===== config.mk =====
export PLATFORM = sky130hd
export DESIGN_NAME = bel_bus_error_logging
export DESIGN_NICKNAME = d
export VERILOG_FILES = /design/src/hdl/bel_pkg.sv /design/src/hdl/bel_bus_error_logging.sv
export SDC_FILE = /design/constraint.sdc
export NUM_CORES = 1
export LEC_CHECK = 0
export BUFFER_PORTS_ARGS = -buffer_cell sky130_fd_sc_hd__buf_4
export CAP_MARGIN = 30
export CORE_MARGIN = 2
export CORE_UTILIZATION = 30
export CTS_CLUSTER_DIAMETER = 60
export DETAILED_ROUTE_END_ITERATION = 10
export GPL_TIMING_DRIVEN = 0
export PLACE_DENSITY = 0.52
export REMOVE_ABC_BUFFERS = 1
export SLEW_MARGIN = 20
export SYNTH_ARGS = -nofsm -noshare
export SYNTH_HDL_FRONTEND = slang
export SYNTH_SLANG_ARGS = --single-unit

===== constraint.sdc =====
create_clock -name i_ref_clk -period 4.98 [get_ports i_ref_clk]
set_input_delay 0.498 -clock i_ref_clk [delete_from_list [all_inputs] [get_ports i_ref_clk]]
set_output_delay 0.498 -clock i_ref_clk [all_outputs]
set_load 0.01 [all_outputs]

===== src/hdl/bel_pkg.sv =====
/*
 * Package for the bus error logging register bank: offsets, bit positions,
 * reset values and widths.
 * Assumes the node decodes its own address space and presents word offsets.
 */
package bel_pkg;
    localparam int ADDR_W = 8;
    localparam int DATA_W = 32;
    localparam int CID_W = 6;

    // ------------------------------------------------------------
    // Register offsets
    // ------------------------------------------------------------
    localparam logic [ADDR_W-1:0] OFS_BUS_ERROR_STATUS = 8'h04;
    localparam logic [ADDR_W-1:0] OFS_FAILING_ADDRESS_LOG = 8'h08;
    localparam logic [ADDR_W-1:0] OFS_RESPONDER_ERROR_ADDRESS_LOG = 8'h0C;

    // ------------------------------------------------------------
    // Status bit positions
    // ------------------------------------------------------------
    localparam int BIT_WRITE_SEQ = 22;
    localparam int BIT_RID_NOACK = 21;
    localparam int BIT_WD_NOACK = 20;
    localparam int BIT_CRD = 19;
    localparam int BIT_NRR = 18;
    localparam int BIT_RSE = 17;
    localparam int BIT_RER = 16;
    localparam int BIT_CMD_NOACK = 15;
    localparam int BIT_TTO = 13;
    localparam int BIT_NODE_SUM = 12;
    localparam int BIT_SELF_TEST = 10;
    localparam int BIT_CID_LO = 4;
    localparam int BIT_TO_DIS = 2;

    // W1C flag mask, bits 22:13 except 14, plus 10
    localparam logic [DATA_W-1:0] W1C_MASK = 32'h007FA400;
    localparam logic [DATA_W-1:0] STATUS_RESET = 32'h00000400;
    localparam logic [DATA_W-1:0] ADDR_RESET = 32'h00000000;
endpackage : bel_pkg


===== src/hdl/bel_bus_error_logging.sv =====
/*
 * Bus error status, failing address log and responder error address log.
 * Assumes event inputs are single-cycle pulses on i_ref_clk from node logic
 * and that register accesses are one-cycle strobes with a word offset.
 */
module bel_bus_error_logging
#(
    parameter int CID_WIDTH = bel_pkg::CID_W
) (
    input wire logic i_ref_clk,
    input wire logic i_rst,
    // Register access
    input wire logic i_reg_wr,
    input wire logic i_reg_rd,
    input wire logic [bel_pkg::ADDR_W-1:0] i_reg_addr,
    input wire logic [bel_pkg::DATA_W-1:0] i_reg_wdata,
    output logic [bel_pkg::DATA_W-1:0] o_reg_rdata,
    output logic o_reg_rvalid,
    // Commander side events
    input wire logic i_cmd_ca_issued,
    input wire logic [bel_pkg::DATA_W-1:0] i_cmd_ca_data,
    input wire logic [CID_WIDTH-1:0] i_cmd_commander_id,
    input wire logic i_crd_resp,
    input wire logic i_read_err_resp,
    input wire logic i_read_seq_err,
    input wire logic i_read_resp_timeout,
    input wire logic i_cmd_retries_failed,
    input wire logic i_grant_timeout,
    input wire logic i_write_data_noack,
    input wire logic i_internal_err,
    // Responder side events
    input wire logic i_rsp_ca_acked,
    input wire logic [bel_pkg::DATA_W-1:0] i_rsp_ca_data,
    input wire logic i_write_seq_err,
    input wire logic i_rid_data_noack,
    input wire logic i_rsp_other_err,
    input wire logic i_node_err_summary,
    // Status outputs
    output logic o_timeout_disable,
    output logic o_fail_lock,
    output logic o_rsp_lock
);
    import bel_pkg::*;

    // ------------------------------------------------------------
    // State
    // ------------------------------------------------------------
    logic [DATA_W-1:0] flags_r, flags_nxt;
    logic [CID_WIDTH-1:0] fail_cid_r;
    logic timeout_disable_r;
    logic node_sum_r;
    logic [DATA_W-1:0] fail_addr_r;
    logic [DATA_W-1:0] rsp_addr_r;
    logic fail_lock_r, fail_lock_nxt;
    logic rsp_lock_r, rsp_lock_nxt;
    logic rsp_int_lock_r;
    logic [DATA_W-1:0] rdata_r;
    logic rvalid_r;

    // ------------------------------------------------------------
    // Decode
    // ------------------------------------------------------------
    wire sel_status = (i_reg_addr == OFS_BUS_ERROR_STATUS);
    wire sel_fail = (i_reg_addr == OFS_FAILING_ADDRESS_LOG);
    wire sel_rsp = (i_reg_addr == OFS_RESPONDER_ERROR_ADDRESS_LOG);
    wire wr_status = i_reg_wr && sel_status;
    wire [DATA_W-1:0] clr_mask = wr_status ? (i_reg_wdata & W1C_MASK) : '0;

    // Timeout events masked by the disable control
    wire to_allowed = !timeout_disable_r;
    wire ev_nrr = i_read_resp_timeout && to_allowed;
    wire ev_command_noack_flag = i_cmd_retries_failed && to_allowed;
    wire ev_tto = (i_grant_timeout || i_cmd_retries_failed || i_read_resp_timeout) && to_allowed;

    function automatic logic [DATA_W-1:0] bit_at(input int pos, input logic v);
        bit_at = v ? (DATA_W'(1) << pos) : '0;
    endfunction : bit_at

    wire [DATA_W-1:0] set_mask = bit_at(BIT_CRD, i_crd_resp)
        | bit_at(BIT_NRR, ev_nrr)
        | bit_at(BIT_RSE, i_read_seq_err)
        | bit_at(BIT_RER, i_read_err_resp)
        | bit_at(BIT_CMD_NOACK, ev_command_noack_flag)
        | bit_at(BIT_TTO, ev_tto)
        | bit_at(BIT_WRITE_SEQ, i_write_seq_err)
        | bit_at(BIT_RID_NOACK, i_rid_data_noack)
        | bit_at(BIT_WD_NOACK, i_write_data_noack);

    // Set wins over a clear in the same cycle
    assign flags_nxt = ((flags_r & ~clr_mask) | set_mask) & W1C_MASK;

    // Lock causes; the internal error has no flag here, so it holds its own lock
    logic int_lock_r;
    wire fail_cause = i_write_data_noack || ev_nrr || i_read_seq_err || ev_command_noack_flag || ev_tto
        || i_internal_err;
    wire fail_flags_on = |(flags_nxt & (bit_at(BIT_WD_NOACK, 1'b1) | bit_at(BIT_NRR, 1'b1)
        | bit_at(BIT_RSE, 1'b1) | bit_at(BIT_CMD_NOACK, 1'b1) | bit_at(BIT_TTO, 1'b1)));
    assign fail_lock_nxt = fail_flags_on || int_lock_r || i_internal_err;
    wire rsp_cause = i_write_seq_err || i_rid_data_noack || i_rsp_other_err || i_internal_err;
    wire rsp_flags_on = |(flags_nxt & (bit_at(BIT_WRITE_SEQ, 1'b1) | bit_at(BIT_RID_NOACK, 1'b1)));
    assign rsp_lock_nxt = rsp_flags_on || rsp_int_lock_r || i_rsp_other_err || i_internal_err;

    wire fail_capture = i_cmd_ca_issued && !fail_lock_r && !fail_cause;
    wire rsp_capture = i_rsp_ca_acked && !rsp_lock_r && !rsp_cause;

    wire [DATA_W-1:0] status_view = flags_r
        | bit_at(BIT_NODE_SUM, node_sum_r)
        | (DATA_W'(fail_cid_r) << BIT_CID_LO)
        | bit_at(BIT_TO_DIS, timeout_disable_r);
    wire [DATA_W-1:0] cid_field = ((DATA_W'(1) << CID_WIDTH) - DATA_W'(1)) << BIT_CID_LO;
    wire [DATA_W-1:0] rsvd_mask = ~(W1C_MASK | cid_field | bit_at(BIT_NODE_SUM, 1'b1) | bit_at(BIT_TO_DIS, 1'b1));

    wire [DATA_W-1:0] rdata_nxt = sel_status ? status_view
        : sel_fail ? fail_addr_r
        : sel_rsp ? rsp_addr_r : '0;

    // ------------------------------------------------------------
    // Status register
    // ------------------------------------------------------------
    always_ff @(posedge i_ref_clk or posedge i_rst) begin
        if (i_rst) begin
            flags_r <= STATUS_RESET;
            timeout_disable_r <= 1'b0;
            node_sum_r <= 1'b0;
        end else begin
            flags_r <= flags_nxt;
            node_sum_r <= i_node_err_summary;
            if (wr_status) begin
                timeout_disable_r <= i_reg_wdata[BIT_TO_DIS];
            end
        end
    end

    always_ff @(posedge i_ref_clk or posedge i_rst) begin
        if (i_rst) begin
            fail_cid_r <= '0;
        end else if (i_cmd_retries_failed && to_allowed) begin
            fail_cid_r <= i_cmd_commander_id;
        end
    end

    // ------------------------------------------------------------
    // Address logs
    // ------------------------------------------------------------
    always_ff @(posedge i_ref_clk or posedge i_rst) begin
        if (i_rst) begin
            fail_addr_r <= ADDR_RESET;
            rsp_addr_r <= ADDR_RESET;
            fail_lock_r <= 1'b0;
            rsp_lock_r <= 1'b0;
            int_lock_r <= 1'b0;
            rsp_int_lock_r <= 1'b0;
        end else begin
            if (fail_capture) begin
                fail_addr_r <= i_cmd_ca_data;
            end
            if (rsp_capture) begin
                rsp_addr_r <= i_rsp_ca_data;
            end
            fail_lock_r <= fail_lock_nxt;
            rsp_lock_r <= rsp_lock_nxt;
            // Internal and other causes clear on any write to the status register
            int_lock_r <= (int_lock_r && !wr_status) || i_internal_err;
            rsp_int_lock_r <= (rsp_int_lock_r && !wr_status) || i_rsp_other_err || i_internal_err;
        end
    end

    // ------------------------------------------------------------
    // Read port
    // ------------------------------------------------------------
    always_ff @(posedge i_ref_clk or posedge i_rst) begin
        if (i_rst) begin
            rdata_r <= '0;
            rvalid_r <= 1'b0;
        end else begin
            rdata_r <= i_reg_rd ? rdata_nxt : '0;
            rvalid_r <= i_reg_rd;
        end
    end

    assign o_reg_rdata = rdata_r;
    assign o_reg_rvalid = rvalid_r;
    assign o_timeout_disable = timeout_disable_r;
    assign o_fail_lock = fail_lock_r;
    assign o_rsp_lock = rsp_lock_r;

    // ------------------------------------------------------------
    // Checks
    // ------------------------------------------------------------
    AST_CRD_SET: assert property (@(posedge i_ref_clk) disable iff (i_rst)
        i_crd_resp |=> flags_r[BIT_CRD]) else $error("crd flag not set");
    AST_NRR_SET: assert property (@(posedge i_ref_clk) disable iff (i_rst)
        (i_read_resp_timeout && !timeout_disable_r) |=> flags_r[BIT_NRR] && flags_r[BIT_TTO])
        else $error("nrr flag not set");
    AST_RSE_SET: assert property (@(posedge i_ref_clk) disable iff (i_rst)
        i_read_seq_err |=> flags_r[BIT_RSE]) else $error("rse flag not set");
    AST_RER_SET: assert property (@(posedge i_ref_clk) disable iff (i_rst)
        i_read_err_resp |=> flags_r[BIT_RER]) else $error("rer flag not set");
    AST_COMMAND_NOACK_FLAG_TTO: assert property (@(posedge i_ref_clk) disable iff (i_rst)
        $rose(flags_r[BIT_CMD_NOACK]) |-> flags_r[BIT_TTO]) else $error("command_noack_flag without tto");
    AST_TTO_GRANT: assert property (@(posedge i_ref_clk) disable iff (i_rst)
        (i_grant_timeout && !timeout_disable_r) |=> flags_r[BIT_TTO]) else $error("tto not set");
    AST_SUM_MIRROR: assert property (@(posedge i_ref_clk) disable iff (i_rst)
        i_node_err_summary |=> status_view[BIT_NODE_SUM]) else $error("summary bit wrong");
    AST_STF_HOLD: assert property (@(posedge i_ref_clk) disable iff (i_rst)
        (flags_r[BIT_SELF_TEST] && !(wr_status && i_reg_wdata[BIT_SELF_TEST])) |=> flags_r[BIT_SELF_TEST])
        else $error("self test flag lost");
    AST_CID_STABLE: assert property (@(posedge i_ref_clk) disable iff (i_rst)
        !i_cmd_retries_failed |=> $stable(fail_cid_r)) else $error("commander id changed");
    AST_TO_DISABLED: assert property (@(posedge i_ref_clk) disable iff (i_rst)
        (timeout_disable_r && !flags_r[BIT_TTO]) |=> !flags_r[BIT_TTO]) else $error("tto while disabled");
    AST_FAIL_FROZEN: assert property (@(posedge i_ref_clk) disable iff (i_rst)
        fail_lock_r |=> $stable(fail_addr_r)) else $error("failing log moved while locked");
    AST_FAIL_CAPTURE: assert property (@(posedge i_ref_clk) disable iff (i_rst)
        fail_capture |=> fail_addr_r == $past(i_cmd_ca_data)) else $error("failing log missed capture");
    AST_RSP_CAPTURE: assert property (@(posedge i_ref_clk) disable iff (i_rst)
        rsp_capture |=> rsp_addr_r == $past(i_rsp_ca_data)) else $error("responder log missed capture");
    AST_RSP_FROZEN: assert property (@(posedge i_ref_clk) disable iff (i_rst)
        rsp_lock_r |=> $stable(rsp_addr_r)) else $error("responder log moved while locked");
    AST_W1C: assert property (@(posedge i_ref_clk) disable iff (i_rst)
        (wr_status && i_reg_wdata[BIT_RER] && !i_read_err_resp) |=> !flags_r[BIT_RER])
        else $error("w1c failed");
    AST_RSVD_ZERO: assert property (@(posedge i_ref_clk) disable iff (i_rst)
        o_reg_rvalid |-> (o_reg_rdata[14] == 1'b0 || !$past(sel_status)) && (o_reg_rdata[11] == 1'b0
        || !$past(sel_status))) else $error("reserved bit nonzero");

    // ------------------------------------------------------------
    // Checks on flags, status fields, locks, log capture and read decode
    // ------------------------------------------------------------

    AST_NRR_DISABLED: assert property (@(posedge i_ref_clk) disable iff (i_rst)
        (timeout_disable_r && !flags_r[BIT_NRR]) |=> !flags_r[BIT_NRR])
        else $error("nrr set while timeout disabled");

    AST_COMMAND_NOACK_FLAG_DISABLED: assert property (@(posedge i_ref_clk) disable iff (i_rst)
        (timeout_disable_r && !flags_r[BIT_CMD_NOACK]) |=> !flags_r[BIT_CMD_NOACK])
        else $error("command_noack_flag set while timeout disabled");

    AST_COMMAND_NOACK_FLAG_SET: assert property (@(posedge i_ref_clk) disable iff (i_rst)
        (i_cmd_retries_failed && !timeout_disable_r) |=> flags_r[BIT_CMD_NOACK] && flags_r[BIT_TTO])
        else $error("command_noack_flag or tto not set");

    AST_COMMAND_NOACK_FLAG_ONLY_RETRY: assert property (@(posedge i_ref_clk) disable iff (i_rst)
        (!flags_r[BIT_CMD_NOACK] && !i_cmd_retries_failed) |=> !flags_r[BIT_CMD_NOACK])
        else $error("command_noack_flag set without retry failure");

    AST_TTO_ONLY_CAUSES: assert property (@(posedge i_ref_clk) disable iff (i_rst)
        (!flags_r[BIT_TTO] && !i_grant_timeout && !i_cmd_retries_failed && !i_read_resp_timeout)
        |=> !flags_r[BIT_TTO]) else $error("tto set without cause");

    AST_CID_LOAD: assert property (@(posedge i_ref_clk) disable iff (i_rst)
        (i_cmd_retries_failed && !timeout_disable_r) |=> fail_cid_r == $past(i_cmd_commander_id))
        else $error("commander id not loaded");

    AST_CID_DISABLED: assert property (@(posedge i_ref_clk) disable iff (i_rst)
        (i_cmd_retries_failed && timeout_disable_r) |=> $stable(fail_cid_r))
        else $error("commander id loaded while timeout disabled");

    AST_SUM_CLEAR: assert property (@(posedge i_ref_clk) disable iff (i_rst)
        !i_node_err_summary |=> !status_view[BIT_NODE_SUM])
        else $error("summary bit stuck");

    AST_STF_RESET: assert property (@(posedge i_ref_clk)
        $fell(i_rst) |-> flags_r[BIT_SELF_TEST])
        else $error("self test flag not one after reset");

    AST_STF_CLEAR: assert property (@(posedge i_ref_clk) disable iff (i_rst)
        (wr_status && i_reg_wdata[BIT_SELF_TEST]) |=> !flags_r[BIT_SELF_TEST])
        else $error("self test flag not cleared");

    AST_WSE_SET: assert property (@(posedge i_ref_clk) disable iff (i_rst)
        i_write_seq_err |=> flags_r[BIT_WRITE_SEQ])
        else $error("write sequence flag not set");

    AST_READ_IDENTIFY_DATA_NOACK_FLAG_SET: assert property (@(posedge i_ref_clk) disable iff (i_rst)
        i_rid_data_noack |=> flags_r[BIT_RID_NOACK])
        else $error("read identify noack flag not set");

    AST_WRITE_DATA_NOACK_FLAG_SET: assert property (@(posedge i_ref_clk) disable iff (i_rst)
        i_write_data_noack |=> flags_r[BIT_WD_NOACK])
        else $error("write data noack flag not set");

    AST_W1C_KEEP: assert property (@(posedge i_ref_clk) disable iff (i_rst)
        (flags_r[BIT_CRD] && !(wr_status && i_reg_wdata[BIT_CRD])) |=> flags_r[BIT_CRD])
        else $error("flag lost without write of one");

    AST_W1C_RSE: assert property (@(posedge i_ref_clk) disable iff (i_rst)
        (wr_status && i_reg_wdata[BIT_RSE] && !i_read_seq_err) |=> !flags_r[BIT_RSE])
        else $error("rse not cleared");

    AST_RSVD_MASK: assert property (@(posedge i_ref_clk) disable iff (i_rst)
        (o_reg_rvalid && $past(sel_status)) |-> (o_reg_rdata & rsvd_mask) == 32'h00000000)
        else $error("reserved status bits nonzero");

    AST_TD_WRITE: assert property (@(posedge i_ref_clk) disable iff (i_rst)
        wr_status |=> timeout_disable_r == $past(i_reg_wdata[BIT_TO_DIS]))
        else $error("timeout disable not written");

    AST_FAIL_LOCK_SET: assert property (@(posedge i_ref_clk) disable iff (i_rst)
        i_read_seq_err |=> fail_lock_r)
        else $error("failing log not locked");

    AST_INT_LOCK: assert property (@(posedge i_ref_clk) disable iff (i_rst)
        i_internal_err |=> fail_lock_r && rsp_lock_r)
        else $error("internal error did not lock logs");

    AST_RSP_LOCK_SET: assert property (@(posedge i_ref_clk) disable iff (i_rst)
        (i_write_seq_err || i_rid_data_noack || i_rsp_other_err) |=> rsp_lock_r)
        else $error("responder log not locked");

    AST_FAIL_NO_CAPTURE: assert property (@(posedge i_ref_clk) disable iff (i_rst)
        (i_cmd_ca_issued && fail_cause) |=> $stable(fail_addr_r))
        else $error("failing log captured a failing cycle");

    AST_FAIL_MOVES_ONLY: assert property (@(posedge i_ref_clk) disable iff (i_rst)
        !i_cmd_ca_issued |=> $stable(fail_addr_r))
        else $error("failing log moved without command cycle");

    AST_LEN_CAPTURE: assert property (@(posedge i_ref_clk) disable iff (i_rst)
        fail_capture |=> fail_addr_r[31:30] == $past(i_cmd_ca_data[31:30]))
        else $error("length bits not captured");

    AST_RSP_MOVES_ONLY: assert property (@(posedge i_ref_clk) disable iff (i_rst)
        !i_rsp_ca_acked |=> $stable(rsp_addr_r))
        else $error("responder log moved without acknowledge");

    AST_READ_FAIL_LOG: assert property (@(posedge i_ref_clk) disable iff (i_rst)
        (i_reg_rd && sel_fail) |=> o_reg_rvalid && o_reg_rdata == $past(fail_addr_r))
        else $error("failing log read wrong");

    AST_READ_RSP_LOG: assert property (@(posedge i_ref_clk) disable iff (i_rst)
        (i_reg_rd && sel_rsp) |=> o_reg_rvalid && o_reg_rdata == $past(rsp_addr_r))
        else $error("responder log read wrong");
endmodule : bel_bus_error_logging


-- Word level (Yosys, flattened, before mapping)
Index checks and enable logic that the tools add are counted.
- register bits: 119
- latch bits: 0
- RAM bits: 0
- bits in read-only memories: 0
- memories: 0
- input port bits: 128
- logic and storage cells: 81
- output and inout port bits: 36
- magnitude comparators: 0
- equal/unequal tests: 3
- $mul: 0
- add/subtract/negate cells: 0
- divide/modulo/power cells: 0
- shifts and indexed selects: 0
- reductions and logical operators: 36
- mux-type cells: 16
- bitwise gates (word level): 14
- operators by type and width (operator ; count):
    $mux 32 ; 4
    $mux 23 ; 2
    $and 23x23->23 ; 1
    $not 23->23 ; 1
    $or 20x23->23 ; 1
    $or 23x10->23 ; 1
    $or 23x13->23 ; 1
    $or 23x21->23 ; 1
    $or 23x22->23 ; 1
    $or 23x23->23 ; 1
    $or 23x3->23 ; 1
    $mux 22 ; 1
    $mux 21 ; 1
    $mux 20 ; 1
    $or 20x14->20 ; 1
    $or 20x16->20 ; 1
    $or 20x17->20 ; 1
    $or 20x18->20 ; 1
    $or 20x19->20 ; 1
    $mux 19 ; 1
    $logic_or 1x1->1 ; 18
    $mux 18 ; 1
    $mux 17 ; 1
    $eq 8x4->1 const B ; 2
    other kinds (9) ; 23

-- Longest topological paths before layout
- depth in word-level cells: 16
- gate-level depth with buffers: 6
- gate-level depth less buffers: 4

-- Least setup slack after synthesis
Ideal clock, no wire load.
- path type: input-to-reg
- from: input port i_reg_addr[2] (netlist bit)
- to: register fail_lock_r (netlist: o_fail_lock)
- path buffers: 1
- data required time: 4842 ps
- setup time: 138 ps
- arrival: 1888 ps
- slack: 2953 ps
- cell stages on the path: 5
- cell sequence: buf_4 or4b_4 o31ai_2 o21ai_1 or4_1
- word-level cells in the longest chain between the ends: 9
- ends and longest elaborated chain (element ; line ; text):
    start: declaration ; bel_bus_error_logging.sv:15 ; input wire logic [bel_pkg::ADDR_W-1:0] i_reg_addr,
    $eq 8x3->1 ; bel_bus_error_logging.sv:63 ; wire sel_status = (i_reg_addr == OFS_BUS_ERROR_STATUS);
    $logic_and 1x1->1 ; bel_bus_error_logging.sv:66 ; wire wr_status = i_reg_wr && sel_status;
    $mux 23 ; bel_bus_error_logging.sv:67 ; wire [DATA_W-1:0] clr_mask = wr_status ? (i_reg_wdata & W1C_MASK) : '0;
    $not 23->23 ; bel_bus_error_logging.sv:90 ; assign flags_nxt = ((flags_r & ~clr_mask) | set_mask) & W1C_MASK;
    $and 23x23->23 ; bel_bus_error_logging.sv:90 ;
    $or 23x23->23 ; bel_bus_error_logging.sv:90 ;
    via flags_nxt[13] ; bel_bus_error_logging.sv:48 ; logic [DATA_W-1:0] flags_r, flags_nxt;
    $reduce_or 5->1 ; bel_bus_error_logging.sv:96 ; wire fail_flags_on = |(flags_nxt & (bit_at(BIT_WD_NOACK, 1'b1) | bit_at(BIT_NRR, 1'b1)
    $logic_or 1x1->1 (2 in series) ; bel_bus_error_logging.sv:98 ; assign fail_lock_nxt = fail_flags_on || int_lock_r || i_internal_err;
    via fail_lock_nxt ; bel_bus_error_logging.sv:54 ; logic fail_lock_r, fail_lock_nxt;
    end signal: assignment ; bel_bus_error_logging.sv:160 ; fail_lock_r <= fail_lock_nxt;
    end: declaration ; bel_bus_error_logging.sv:54 ;
The timed path passes the listed nets, and every way through them passes these cells.
A chain may end at the register's enable or synchronous reset.

-- Final worst setup path
- from: input port i_reg_addr[7] (netlist bit)
- to: register rdata_r[13] (netlist: o_reg_rdata[13])
- word-level cells in the longest chain between the ends: 5
- elaborated cells between the ends (all ways): 7
- those cells by class: eq/ne: 3; mux: 4
- ends and longest elaborated chain (element ; line ; text):
    $eq 8x4->1 ; bel_bus_error_logging.sv:65 ; wire sel_rsp = (i_reg_addr == OFS_RESPONDER_ERROR_ADDRESS_LOG);
    $mux 32 ; bel_bus_error_logging.sv:115 ; : sel_rsp ? rsp_addr_r : '0;
    $mux 32 ; bel_bus_error_logging.sv:114 ; : sel_fail ? fail_addr_r
    $mux 32 (*) ; bel_bus_error_logging.sv:113 ; wire [DATA_W-1:0] rdata_nxt = sel_status ? status_view
    $mux 32 (*) ; bel_bus_error_logging.sv:176 ; rdata_r <= i_reg_rd ? rdata_nxt : '0;
    end signal: assignment ; bel_bus_error_logging.sv:176 ;
    end: declaration ; bel_bus_error_logging.sv:57 ; logic [DATA_W-1:0] rdata_r;
Mark *: on every way between the ends. The rest lies on a longest branch, timed or not.

==> out/qor.csv <==
metric,value,unit
drt-total-wl,12.5,mm
synth_area,4710,sq um
cts_tree,done,
synth-main-ff-cell,dfrtp_1,
top_usage_layer,met2,
fp.dieH,129,um
path_cells,buf_4 > nor4_2 > nand3_1 > nor2_1 > nor4_1,
route.detailed.wl_per_inst,17.1,um
dieArea,16700,sq um
fp.dieW,129,um
setup_tns,0,ps
critPathMaxStageDelay,840,ps
drtIter0Drc,132,
hold_buffers,0,
cp.arrival,2540,ps
grt_use_met2,0.260,
grt_pass1_vias,3631,
powerDensity,340,nW/um^2
antennaDiodeCount,0,
r2r_slack,3010,ps
grt_use_met3,0.0524,
drc,0,
fmax,0.443,GHz
drive_above_1_share,0.477,
core_area,15300,sq um
clock-sinks,119,
p_leak,3.31,nW
synthCells,359,
met1_usage,0.199,
fin_hold_ws,158,ps
dp_cells,703,
globalRoute.totalOverflow,0,
synth_cell_type_count,38,
viasPerCell,4.60,
cp_top_family,simple AND/OR/NAND/NOR gates,
fin_cells,733,
vias,3371,
cts_buffers,17,
gp_congestion,0.739,
dpl_cell_area,6090,sq um
fin_crit_sh,0.454,
cap_violations,0,
netlist.area_leader.share,0.627,
cts_setup_buffers,0,
antenna_found_initial,0,
ys_warn_count,0,
crit_slowest_cell,nand3_1,
fin_nets,639,
async_flop_share,1.00,
grt.total_usage,0.159,
cts_resized,0,
filler_cell_count,1428,
endpoint_kind,flop,
ir_worst_vdd,0.219,mV
ant_nets,0,
synth_edf_count,0,
ys_ff_latch,119,
syn2layout_area_growth,41.1,%
setup_violations,0,
cts_root_buf,clkbuf_16,
ys_seq_area_frac,0.633,
htreeDepth,4,
hold_violations,0,
grt_max_degree,63,
pin_count,164,
start_util,0.308,
dr.pass1.iters,4,
grt_pass1_wl,19.7,mm
hpwl,8.53,mm
design_area,6640,sq um
clock_skew,6.81,ps
std_cell_rows,45,
path_max_fanout,18,
synth_common_cells,"118 x dfrtp_1, 66 x mux2_2, 53 x nor2_1",
clk_latency,410,ps
clkTransAtPathRegs,50,ps
yosys.area.top_type,dfrtp_1,
postSynthAreaPerCell,13.1,sq um
hold_class,input port to asynchronous set/reset pin,
slew_headroom,0.363,
required,5260,ps
rsz0062_at_grt,false,
final_core_util,0.435,
slew_violations,0,
worst_slew_pin_slew,952,ps
crit_buf_inv,1,
yosysMostFrequentCell,dfrtp_1,
critical_path_class,input port to flop,
status,finished clean,
io_buffers,142,
final.min_clock_period,2260,ps
clk_path_buf_depth,2,
start_kind,input port,
ys_top_cells_by_area,"dfrtp_1 63%, mux2_2 16%, nor2_1 4.2%",
-- per-layer routing --
layer / vias to the layer above / wire (um)
li1: 1577 / -
met1: 1685 / 5560
met2: 97 / 6120
met3: 12 / 695
met4: 0 / 149
met5: - / 0
-- final cells by class --
class	count	area (sq um)	area share
timing repair buffer	151	1180	0.178
tap	211	264	0.0397
inverter	3	16.3	0.00245
clock inverter	3	40.0	0.00603
sequential	119	2980	0.448
multi-input combinational	219	1650	0.248
clock buffer	27	513	0.0772
-- sequential cells by signal (all words and copies together), names as in the netlist --
name / flops
node_sum_r: 1
fail_addr_r: 32
o_fail_lock: 1
o_reg_rvalid: 1
rsp_int_lock_r: 1
fail_cid_r: 6
o_rsp_lock: 1
o_timeout_disable: 1
rsp_addr_r: 32
int_lock_r: 1
o_reg_rdata: 32
flags_r: 10
-- power breakdown --
group,total [mW],internal (mW),leakage (nW),switching [mW]
registers,0.984,0.979,1.57,0.00540
clock network,1.14,0.744,0.273,0.396
logic,0.135,0.0725,1.47,0.0625
total,2.26,1.80,3.31,0.464
-- per-stage QoR --
step	power, mW	setup slack, ps
2_1_floorplan	1.04	1330
3_3_place_gp	1.13	-110
3_5_place_dp	1.14	2340
4_1_cts	2.30	2770
5_1_grt	2.36	2600
6_report	2.26	2720
-- worst register-to-register path, delay by kind of cell (launching register included) --
family / cells / cell delay [ps]
buffers and inverters: 3 / 600
DFF: 1 / 460
AOI/OAI and AO/OA: 1 / 440
muxes: 1 / 340
-- cell usage in the layout (no fill, tap or decap), types with 2 or more instances in the layout --
| cell type | count |
|---|---|
| clkbuf_1 | 5 |
| mux2i_1 | 14 |
| nand2b_1 | 3 |
| nor2b_1 | 2 |
| buf_16 | 2 |
| a21oi_1 | 18 |
| a21o_1 | 4 |
| nor3_1 | 2 |
| buf_4 | 148 |
| o31ai_1 | 3 |
| clkbuf_16 | 17 |
| mux2_1 | 5 |
| nor2_1 | 53 |
| nand3_1 | 3 |
| inv_1 | 2 |
| nand4_1 | 2 |
| nand2_1 | 8 |
| dfrtp_1 | 118 |
| nor4_1 | 18 |
| clkinv_2 | 2 |
| clkbuf_8 | 5 |
| mux2_2 | 66 |
-- logic make-up (layout without fill, tap and decap cells) --
group	after synthesis	in the layout	share of synthesized area
and+or+nand+nor	100	100	0.104
muxes	85	85	0.200
AOI/OAI and AO/OA	34	34	0.0455
buffers and inverters	21	184	0.0178
DFF	119	119	0.633
-- path summary, 6_finish.rpt --
check                                                   start                           to  cells past startpoint
worst max-delay path                            i_reg_addr[7]    o_reg_rdata[13]$_DFF_PP0_                      5
worst min-delay path                                    i_rst    o_reg_rdata[25]$_DFF_PP0_                      2
worst max register to register  o_timeout_disable$_DFFE_PP0N_  fail_addr_r[29]$_DFFE_PP0P_                      5
worst min register to register           int_lock_r$_DFF_PP0_         int_lock_r$_DFF_PP0_                      1
max in group asynchronous                               i_rst        flags_r[10]$_DFF_PP1_                      3
min in group i_ref_clk                     i_node_err_summary         node_sum_r$_DFF_PP0_                      1
(Power assumes the default switching activity.)
